File: src/common/evcount_pkg.sv
// Shared constants and types for the event counter bank.
package evcount_pkg;
    // ==========================================================
    // Sizes
    localparam int N_CNT = 4;
    localparam int N_TMR = 2;
    localparam int N_LINE = 4;
    localparam int N_ACT = 2;
    localparam int N_MS = 10;
    localparam int CW = 32;
    localparam int SRC_W = 5;
    localparam int N_EVT = N_CNT + N_TMR;
    // ==========================================================
    // Source codes of count_increment_origin
    localparam logic [SRC_W-1:0] SRC_OFF = 5'h00;
    localparam logic [SRC_W-1:0] SRC_TICK = 5'h0B;
    localparam logic [SRC_W-1:0] SRC_LINE0 = 5'h0C;
    localparam logic [SRC_W-1:0] SRC_CEND1 = 5'h10;
    localparam logic [SRC_W-1:0] SRC_TEND1 = 5'h14;
    localparam logic [SRC_W-1:0] SRC_ACT1 = 5'h16;
    localparam logic [SRC_W-1:0] SRC_LEG0 = 5'h18;
    // ==========================================================
    // Edge modes of count_edge_mode
    localparam logic [1:0] EDGE_RISE = 2'h0;
    localparam logic [1:0] EDGE_FALL = 2'h1;
    localparam logic [1:0] EDGE_ANY = 2'h2;
    // ==========================================================
    // Register byte offsets
    localparam logic [5:0] OFS_SEL = 6'h00;
    localparam logic [5:0] OFS_SRC = 6'h04;
    localparam logic [5:0] OFS_EDGE = 6'h08;
    localparam logic [5:0] OFS_VALUE = 6'h0C;
    localparam logic [5:0] OFS_SNAP = 6'h10;
    localparam logic [5:0] OFS_CMD = 6'h14;
    localparam logic [5:0] OFS_MAX = 6'h18;
    localparam logic [5:0] OFS_EVEN = 6'h1C;
    localparam logic [5:0] OFS_STAT = 6'h20;
    localparam logic [5:0] OFS_TSEL = 6'h24;
    localparam logic [5:0] OFS_TCTRL = 6'h28;
    localparam logic [5:0] OFS_TDELAY = 6'h2C;
    localparam logic [5:0] OFS_TDUR = 6'h30;
    localparam logic [5:0] OFS_TVAL = 6'h34;
    // ==========================================================
    // Field positions and reset values
    localparam int CMD_CLR_BIT = 0;
    localparam int TC_MEAS_BIT = 4;
    localparam logic [2:0] SEL_RST = 3'h1;
    localparam logic [CW-1:0] MAX_RST = 32'h0000_0000;
    localparam logic [CW-1:0] TDUR_RST = 32'h0000_0001;
    // ==========================================================
    // Time base
    localparam int CLK_PERIOD_NS = 8;
    localparam int TICK_PERIOD_NS = 1000;
    localparam int TICK_CYC = TICK_PERIOD_NS / CLK_PERIOD_NS;
    localparam logic [7:0] TICK_LAST = 8'(TICK_CYC - 1);
    // ==========================================================
    // Timer states, Gray along idle-delay-pulse
    typedef enum logic [1:0] {
        T_IDLE = 2'b00,
        T_DELAY = 2'b01,
        T_PULSE = 2'b11,
        T_MEAS = 2'b10
    } tmr_state_t;
endpackage

File: src/design/pulse_timer.sv
// One strobe and duration timer.
`timescale 1ns/1ps
module pulse_timer import evcount_pkg::*; (
    input wire logic ref_clk,
    input wire logic rstn,
    input wire logic trig_rise,
    input wire logic level,
    input wire logic measure,
    input wire logic [CW-1:0] delay,
    input wire logic [CW-1:0] duration,
    output logic active,
    output logic done,
    output logic [CW-1:0] value
);
    tmr_state_t state;
    logic delay_last;
    logic pulse_last;

    assign delay_last = (value == delay - 32'h1);
    assign pulse_last = (duration == '0) || (value == duration - 32'h1);
    assign active = (state == T_PULSE) || (state == T_MEAS);

    // ==========================================================
    // Sequencer
    always_ff @(posedge ref_clk or negedge rstn) begin
        if (!rstn) begin
            state <= T_IDLE;
            value <= '0;
            done <= 1'b0;
        end else begin
            done <= 1'b0;
            unique case (state)
                T_IDLE: begin
                    if (trig_rise) begin
                        if (measure) begin
                            // The cycle that shows the rise is already a high cycle.
                            value <= 32'h1;
                            state <= T_MEAS;
                        end else if (delay == '0) begin
                            value <= '0;
                            state <= T_PULSE;
                        end else begin
                            value <= '0;
                            state <= T_DELAY;
                        end
                    end
                end
                T_DELAY: begin
                    if (delay_last) begin
                        value <= '0;
                        state <= T_PULSE;
                    end else begin
                        value <= value + 32'h1;
                    end
                end
                T_PULSE: begin
                    value <= value + 32'h1;
                    if (pulse_last) begin
                        done <= 1'b1;
                        state <= T_IDLE;
                    end
                end
                T_MEAS: begin
                    if (level) begin
                        value <= value + 32'h1;
                    end else begin
                        done <= 1'b1;
                        state <= T_IDLE;
                    end
                end
            endcase
        end
    end
endmodule

File: src/design/event_counter_bank.sv
// Bank of selectable-source event counters with timers and a register slave.
//
// The register offsets and the Avalon-MM register port were decided locally.
`timescale 1ns/1ps
module event_counter_bank import evcount_pkg::*; (
    input wire logic ref_clk,
    input wire logic rstn,
    input wire logic [5:0] address,
    input wire logic read,
    input wire logic write,
    input wire logic [31:0] writedata,
    output logic [31:0] readdata,
    output logic waitrequest,
    input wire logic capture_sequence_trigger,
    input wire logic capture_sequence_begin,
    input wire logic capture_sequence_finish,
    input wire logic image_trigger,
    input wire logic image_begin,
    input wire logic image_finish,
    input wire logic scan_row_begin,
    input wire logic scan_row_finish,
    input wire logic integration_begin,
    input wire logic integration_finish,
    input wire logic [N_LINE-1:0] io_line,
    input wire logic [N_ACT-1:0] broadcast_signal,
    output logic [N_CNT-1:0] chained_count_done,
    output logic [N_TMR-1:0] timer_pulse_done,
    output logic [N_TMR-1:0] timer_active,
    output logic [N_EVT-1:0] notification
);
    // ==========================================================
    // Decoding
    function automatic logic [7:0] one_hot(input logic [2:0] idx);
        one_hot = (idx == 3'h0) ? 8'h00 : 8'h01 << (idx - 3'h1);
    endfunction

    function automatic logic pick_edge(input logic [1:0] mode, input logic r,
                                       input logic f);
        case (mode)
            EDGE_RISE: pick_edge = r;
            EDGE_FALL: pick_edge = f;
            EDGE_ANY: pick_edge = r | f;
            default: pick_edge = 1'b0;
        endcase
    endfunction

    logic ack;
    logic bus_wr;
    logic [2:0] cnt_sel;
    logic [1:0] tmr_sel;
    logic [7:0] sel_hot;
    logic [7:0] tsel_hot;
    logic [1:0] sel_idx;
    logic tsel_idx;
    logic [N_EVT-1:0] evt_en;
    logic [N_MS-1:0] ms_q;
    logic [N_LINE-1:0] line_q;
    logic [N_ACT-1:0] act_q;
    logic [7:0] tick_cnt;
    logic tick;
    logic [31:0] src_now;
    logic [31:0] src_prev;
    logic [31:0] rise;
    logic [31:0] fall;
    logic [SRC_W-1:0] src_sel [N_CNT];
    logic [1:0] edge_mode [N_CNT];
    logic [CW-1:0] cnt [N_CNT];
    logic [CW-1:0] snap [N_CNT];
    logic [CW-1:0] cnt_max [N_CNT];
    logic [N_CNT-1:0] inc;
    logic [N_CNT-1:0] clr;
    logic [N_CNT-1:0] wr_val;
    logic [7:0] tctrl [N_TMR];
    logic [CW-1:0] tdelay [N_TMR];
    logic [CW-1:0] tdur [N_TMR];
    logic [CW-1:0] tval [N_TMR];
    logic [31:0] next_readdata;

    // ==========================================================
    // Bus slave: one wait cycle, then the answer.
    assign waitrequest = (read | write) & ~ack;
    assign bus_wr = write & ack;
    assign sel_hot = one_hot(cnt_sel);
    assign tsel_hot = one_hot({1'b0, tmr_sel});
    assign sel_idx = 2'(cnt_sel - 3'h1);
    assign tsel_idx = tmr_sel[1] ^ tmr_sel[0] ? ~tmr_sel[0] : 1'b0;

    always_ff @(posedge ref_clk or negedge rstn) begin
        if (!rstn) begin
            ack <= 1'b0;
        end else begin
            ack <= (read | write) & ~ack;
        end
    end

    always_comb begin
        next_readdata = 32'h0000_0000;
        case (address)
            OFS_SEL: next_readdata = {29'h0, cnt_sel};
            OFS_SRC: next_readdata = {27'h0, src_sel[sel_idx]};
            OFS_EDGE: next_readdata = {30'h0, edge_mode[sel_idx]};
            OFS_VALUE: next_readdata = cnt[sel_idx];
            OFS_SNAP: next_readdata = snap[sel_idx];
            OFS_MAX: next_readdata = cnt_max[sel_idx];
            OFS_EVEN: next_readdata = {26'h0, evt_en};
            OFS_STAT: next_readdata = {26'h0, timer_active, N_CNT'(0)};
            OFS_TSEL: next_readdata = {30'h0, tmr_sel};
            OFS_TCTRL: next_readdata = {24'h0, tctrl[tsel_idx]};
            OFS_TDELAY: next_readdata = tdelay[tsel_idx];
            OFS_TDUR: next_readdata = tdur[tsel_idx];
            OFS_TVAL: next_readdata = tval[tsel_idx];
            default: next_readdata = 32'h0000_0000;
        endcase
        if (address == OFS_STAT) begin
            for (int k = 0; k < N_CNT; k++) begin
                next_readdata[k] = (src_sel[k] != SRC_OFF);
            end
        end
        if ((address inside {OFS_SRC, OFS_EDGE, OFS_VALUE, OFS_SNAP, OFS_MAX})
            && (sel_hot[N_CNT-1:0] == '0)) begin
            next_readdata = 32'h0000_0000;
        end
        if ((address inside {OFS_TCTRL, OFS_TDELAY, OFS_TDUR, OFS_TVAL})
            && (tsel_hot[N_TMR-1:0] == '0)) begin
            next_readdata = 32'h0000_0000;
        end
    end

    // Read data is loaded while waiting, so it stands when waitrequest drops.
    always_ff @(posedge ref_clk or negedge rstn) begin
        if (!rstn) begin
            readdata <= 32'h0000_0000;
        end else if (read & ~ack) begin
            readdata <= next_readdata;
        end
    end

    always_ff @(posedge ref_clk or negedge rstn) begin
        if (!rstn) begin
            cnt_sel <= SEL_RST;
            tmr_sel <= 2'(SEL_RST);
            evt_en <= '0;
        end else if (bus_wr) begin
            if (address == OFS_SEL) begin
                cnt_sel <= writedata[2:0];
            end
            if (address == OFS_TSEL) begin
                tmr_sel <= writedata[1:0];
            end
            if (address == OFS_EVEN) begin
                evt_en <= writedata[N_EVT-1:0];
            end
        end
    end

    // ==========================================================
    // Event sources
    // One register stage aligns the inputs to ref_clk.
    always_ff @(posedge ref_clk or negedge rstn) begin
        if (!rstn) begin
            ms_q <= '0;
            line_q <= '0;
            act_q <= '0;
            src_prev <= '0;
        end else begin
            ms_q <= {integration_finish, integration_begin, scan_row_finish,
                     scan_row_begin, image_finish, image_begin, image_trigger,
                     capture_sequence_finish, capture_sequence_begin,
                     capture_sequence_trigger};
            line_q <= io_line;
            act_q <= broadcast_signal;
            src_prev <= src_now;
        end
    end

    always_ff @(posedge ref_clk or negedge rstn) begin
        if (!rstn) begin
            tick_cnt <= '0;
            tick <= 1'b0;
        end else begin
            tick <= (tick_cnt == TICK_LAST);
            tick_cnt <= (tick_cnt == TICK_LAST) ? 8'h00 : tick_cnt + 8'h01;
        end
    end

    // Bit zero is the off code; counter and timer ends sit here.
    assign src_now = {4'h0, line_q, act_q, timer_pulse_done, chained_count_done,
                      line_q, tick, ms_q, 1'b0};
    assign rise = src_now & ~src_prev;
    assign fall = ~src_now & src_prev;

    // ==========================================================
    // Counters
    for (genvar i = 0; i < N_CNT; i++) begin : g_cnt
        logic legacy;
        assign legacy = (src_sel[i] >= SRC_LEG0);
        assign clr[i] = bus_wr && (address == OFS_CMD) && writedata[CMD_CLR_BIT]
                        && sel_hot[i];
        assign wr_val[i] = bus_wr && (address == OFS_VALUE) && sel_hot[i];
        // Legacy codes force rising edges; others follow edge mode.
        assign inc[i] = legacy ? rise[src_sel[i]]
                               : pick_edge(edge_mode[i], rise[src_sel[i]],
                                           fall[src_sel[i]]);

        always_ff @(posedge ref_clk or negedge rstn) begin
            if (!rstn) begin
                src_sel[i] <= SRC_OFF;
                edge_mode[i] <= EDGE_RISE;
                cnt_max[i] <= MAX_RST;
            end else if (bus_wr && sel_hot[i]) begin
                if (address == OFS_SRC) begin
                    src_sel[i] <= writedata[SRC_W-1:0];
                end
                if (address == OFS_EDGE) begin
                    edge_mode[i] <= writedata[1:0];
                end
                if (address == OFS_MAX) begin
                    cnt_max[i] <= writedata;
                end
            end
        end

        // Clear beats write, write beats an event.
        always_ff @(posedge ref_clk or negedge rstn) begin
            if (!rstn) begin
                cnt[i] <= '0;
                snap[i] <= '0;
                chained_count_done[i] <= 1'b0;
            end else begin
                chained_count_done[i] <= 1'b0;
                if (clr[i]) begin
                    snap[i] <= cnt[i];
                    cnt[i] <= '0;
                end else if (wr_val[i]) begin
                    cnt[i] <= writedata;
                end else if (inc[i]) begin
                    // End of count wraps and pulses.
                    if (cnt[i] + 32'h1 == cnt_max[i]) begin
                        cnt[i] <= '0;
                        chained_count_done[i] <= 1'b1;
                    end else begin
                        cnt[i] <= cnt[i] + 32'h1;
                    end
                end
            end
        end

    end

    // ==========================================================
    // Timers
    for (genvar t = 0; t < N_TMR; t++) begin : g_tmr
        always_ff @(posedge ref_clk or negedge rstn) begin
            if (!rstn) begin
                tctrl[t] <= 8'h00;
                tdelay[t] <= '0;
                tdur[t] <= TDUR_RST;
            end else if (bus_wr && tsel_hot[t]) begin
                if (address == OFS_TCTRL) begin
                    tctrl[t] <= writedata[7:0];
                end
                if (address == OFS_TDELAY) begin
                    tdelay[t] <= writedata;
                end
                if (address == OFS_TDUR) begin
                    tdur[t] <= writedata;
                end
            end
        end

        // Triggered by the rising edge of the chosen line.
        pulse_timer u_timer (
            .ref_clk(ref_clk),
            .rstn(rstn),
            .trig_rise(rise[SRC_LINE0 + tctrl[t][1:0]]),
            .level(line_q[tctrl[t][1:0]]),
            .measure(tctrl[t][TC_MEAS_BIT]),
            .delay(tdelay[t]),
            .duration(tdur[t]),
            .active(timer_active[t]),
            .done(timer_pulse_done[t]),
            .value(tval[t])
        );
    end

    always_ff @(posedge ref_clk or negedge rstn) begin
        if (!rstn) begin
            notification <= '0;
        end else begin
            notification <= {timer_pulse_done, chained_count_done} & evt_en;
        end
    end
endmodule

File: config.mk
export PLATFORM = sky130hd
export DESIGN_NAME = event_counter_bank
export DESIGN_NICKNAME = d
export VERILOG_FILES = /design/src/common/evcount_pkg.sv /design/src/design/pulse_timer.sv /design/src/design/event_counter_bank.sv
export SDC_FILE = /design/constraint.sdc
export NUM_CORES = 2
export LEC_CHECK = 0
export BUFFER_PORTS_ARGS = -buffer_cell sky130_fd_sc_hd__buf_2
export CAP_MARGIN = 20
export CORE_MARGIN = 2
export CORE_UTILIZATION = 60
export CTS_BUF_LIST = sky130_fd_sc_hd__clkbuf_8 sky130_fd_sc_hd__clkbuf_16
export DETAILED_ROUTE_END_ITERATION = 7
export PLACE_DENSITY = 0.89
export SKIP_LAST_GASP = 1
export SYNTH_ARGS = -nofsm -noshare
export SYNTH_HDL_FRONTEND = slang
export SYNTH_SLANG_ARGS = --single-unit
File: constraint.sdc
create_clock -name ref_clk -period 6.2 [get_ports ref_clk]
set_input_delay 0.62 -clock ref_clk [delete_from_list [all_inputs] [get_ports ref_clk]]
set_output_delay 0.62 -clock ref_clk [all_outputs]
set_load 0.01 [all_outputs]
==> qor.yml <==
power:
  p_switching_mw: 3.15
  clockPowerShare_pct: 44.2
  comb_power_share_pct: 10.8
  switching_share_pct: 27.6
  worst_ir_drop_vdd_uv: 201
  p_int_mw: 8.24
  p_leak_nw: 21.4
  pwr-share-seq_pct: 45.0
  power_density_mw_per_mm2: 221
sta:
  finalCritPeriodShare_pct: 77.2
  hold_viol_final: 0
  worst_pin_slew_ns: 1.11
  setup_tns_ns: 0
  timing.fmax_mhz: 209
  layout_min_cycle_time_ns: 4.78
  fin_hold_ws_ns: 0.00184
  setup_viol: 0
  final.setup_skew_ns: 0.0266
  final_max_slew_viol_count: 0
  finalWorstSetupSlack_ns: 1.42
  rsz0062_at_grt: "no"
  max_slew_margin_pct: 25.9
min_path:
  hold_path.class: "in2async"
drt:
  num_vias: 45300
  via_per_inst: 7.49
  drc: 1
  first_pass_iters: 8
  wl_per_cell_um: 30.0
  routed_wl_mm: 182
  drtIter0Drc: 6442
  ant_nets: 0
floorplan:
  core_area_mm2: 0.0791
  num_io_pins: 105
  start_util_pct: 60.7
  dieArea_mm2: 0.0824
  die_x_um: 287
  die_y_um: 287
  rows: 103
clock_tree:
  cts_made_buffers: 82
  clock_latency_ns: 0.65
  clk_path_buf_depth: 3
  cts_resized: 0
  ctsHtreeMaxLevel: 3
  cts_setup_buffers: 0
  clk_pin_slew_ns: 0.06
  hold_buffers: 0
  cts_tree: "built"
  clock_sink_count: 728
  cts-root-buf: "clkbuf_16"
outcome:
  status: "finished, violations left"
  violations: "DRC"
cells_and_area:
  drive_gt1_share_pct: 17.0
  synthToLayoutAreaGrowth_pct: 7.27
  nets: 5013
  final_common_cell: "dfrtp_1"
  layout.cells.most_common_list: "dfrtp_1, nand2_1, mux2_2"
place:
  finalWeightedCongestion: 1.12
  dp_hpwl_mm: 130
  pre_cts_slack_ns: 1.70
  io_buffers: 104
synth:
  synth-seq-cells: 728
  netlist_area_mm2: 0.0481
  synthFlopType: "dfrtp_1"
  avgSynthCellArea_um2: 9.33
  synth_cells: 5153
  synth_cell_types: 94
  synthesis.nets: 5232
  postSynth.asyncResetShare_pct: 100
  synth_edf_count: 0
  yosysSeqAreaShare_pct: 37.9
  yosysWarnings: 0
grt:
  grt_max_degree: 161
  grt_pass1_vias: 42700
  grt_antenna_before_repair: 13
  grt_util_all_layers_pct: 43.4
  grt-ovfl-total: 0
  grt_pass1_wl_mm: 270
worst_setup_path:
  crit_fanout: 21
  reg2reg_from: "src_sel[6]"
  worstSetupEndpointType: "flip-flop"
  cp.required_ns: 6.71
  worst-endpoint-arrival_ns: 5.29
  r2r_end: "cnt[59]"
  rrSetupSlack_ns: 1.42
  critPathKind: "reg2reg"
  start_kind: "flip-flop"
  rr_worst_depth: 8
run:
  drv_cap: 0
how the worst max path moves through the flow:
| stage | startpoint | endpoint | cells past startpoint |
|---|---|---|---|
| 2_1_floorplan | cnt_sel[0] | cnt[115] | 18 |
| 3_3_place_gp | src_sel[6] | cnt[61] | 8 |
| 3_5_place_dp | cnt_sel[0] | cnt[122] | 10 |
| 4_1_cts | cnt_sel[0] | cnt[122] | 10 |
| 5_1_grt | src_sel[6] | cnt[59] | 8 |
| 6_report | src_sel[6] | cnt[59] | 8 |
power groups by stage:
| stage | sequential [mW] | clock (mW) | combinational, mW |
|---|---|---|---|
| global route | 5.13 | 5.22 | 1.29 |
| CTS | 5.11 | 5.03 | 1.18 |
| finish | 5.12 | 5.04 | 1.23 |
| floorplan | 5.01 | 0 | 0.862 |
| detailed placement | 5.19 | 0 | 1.17 |
| global placement | 5.18 | 0 | 1.14 |
flip-flops by register name (all words and copies together), names as in the netlist, 4 cells and up:
| name | cells |
|---|---|
| tick_cnt | 8 |
| src_prev | 23 |
| line_q | 4 |
| edge_mode | 8 |
| tctrl | 16 |
| src_sel | 20 |
| snap | 128 |
| cnt | 128 |
| notification | 6 |
| g_tmr.u_timer.value | 64 |
| g_tmr.u_timer.state | 4 |
| readdata | 32 |
| tdur | 64 |
| ms_q | 10 |
| evt_en | 6 |
| cnt_max | 128 |
| chained_count_done | 4 |
| tdelay | 64 |
per-layer routing:
metal	vias up	GRT usage (%)	share of wire, %
li1	18600	-	-
met1	21900	53.4	33
met2	3806	64.9	43
met3	1015	14.2	15
met4	8	29.6	8.7
met5	-	0	0.025
worst max-delay path, stage by stage, from the launching register on:
cell	delay, ns
dfrtp_1	0.86
mux4_2	0.60
mux2_2	0.29
o22ai_1	0.13
nor3b_1	0.06
or3_1	0.72
nor2_1	0.61
nand2_1	0.79
o311ai_0	0.58
cell type report:
cell class / instances / area [um2]
Antenna cell: 6 / 15.0
Clock buffer: 101 / 2360
Clock inverter: 42 / 378
Fill cell: 6169 / 27600
Inverter: 95 / 357
Multi-Input combinational cell: 3843 / 27700
Sequential cell: 728 / 18200
Tap cell: 1050 / 1310
Timing Repair Buffer: 184 / 1230
stage by stage:
step,std cells,area [um2],total power [mW],utilization (%)
detailed placement,5896,48700,6.36,61.6
floorplan,5153,48100,5.87,-
global route,6049,51600,11.6,65.2
global placement,5894,48700,6.32,61.5
finish,6049,51600,11.4,65.2
CTS,6039,51500,11.3,65.0
synthesized netlist by cell type, types with 23 or more instances:
library cell  count  share of area [%]
a2111oi_0        24               0.44
a211oi_1         31               0.48
a21oi_1         146                1.5
a221oi_1         56                1.0
a22oi_1          99                1.5
a31oi_1          53               0.69
a32oi_1          27               0.49
and2_1           51               0.66
and3_1           94                1.2
and4_1           26               0.47
buf_1            41               0.32
buf_2            28               0.29
clkbuf_1        406                3.2
dfrtp_1         724                 38
inv_1            94               0.73
mux2_2          344                8.1
mux2i_1          80                1.7
mux4_2          117                5.5
nand2_1         594                4.6
nand2b_1         81                1.1
nand3_1         168                1.7
nand3b_1         24               0.37
nand4_1         112                1.5
nor2_1          204                1.6
nor2b_1          54               0.70
nor3_1          143                1.5
nor3b_1          28               0.44
nor4_1          102                1.3
o211ai_1         54               0.84
o21ai_0         274                2.9
o22ai_1          45               0.59
o31ai_1          37               0.58
or2_2            23               0.30
or3_1            47               0.61
or4_1            45               0.70
xnor2_1         224                4.1
xor2_1          132                2.4
cells by family after synthesis:
group                      after synthesis  synth area share (%)
and+or+nand+nor                       1865                  20.2
AOI/OAI and AO/OA                     1059                  14.9
DFF                                    728                  37.9
buffers and inverters                  582                  4.71
muxes                                  541                  15.2
xor gates and xnor gates               356                  6.49
adders and majority gates               22                 0.568
Power figures use the tool's default switching activity.
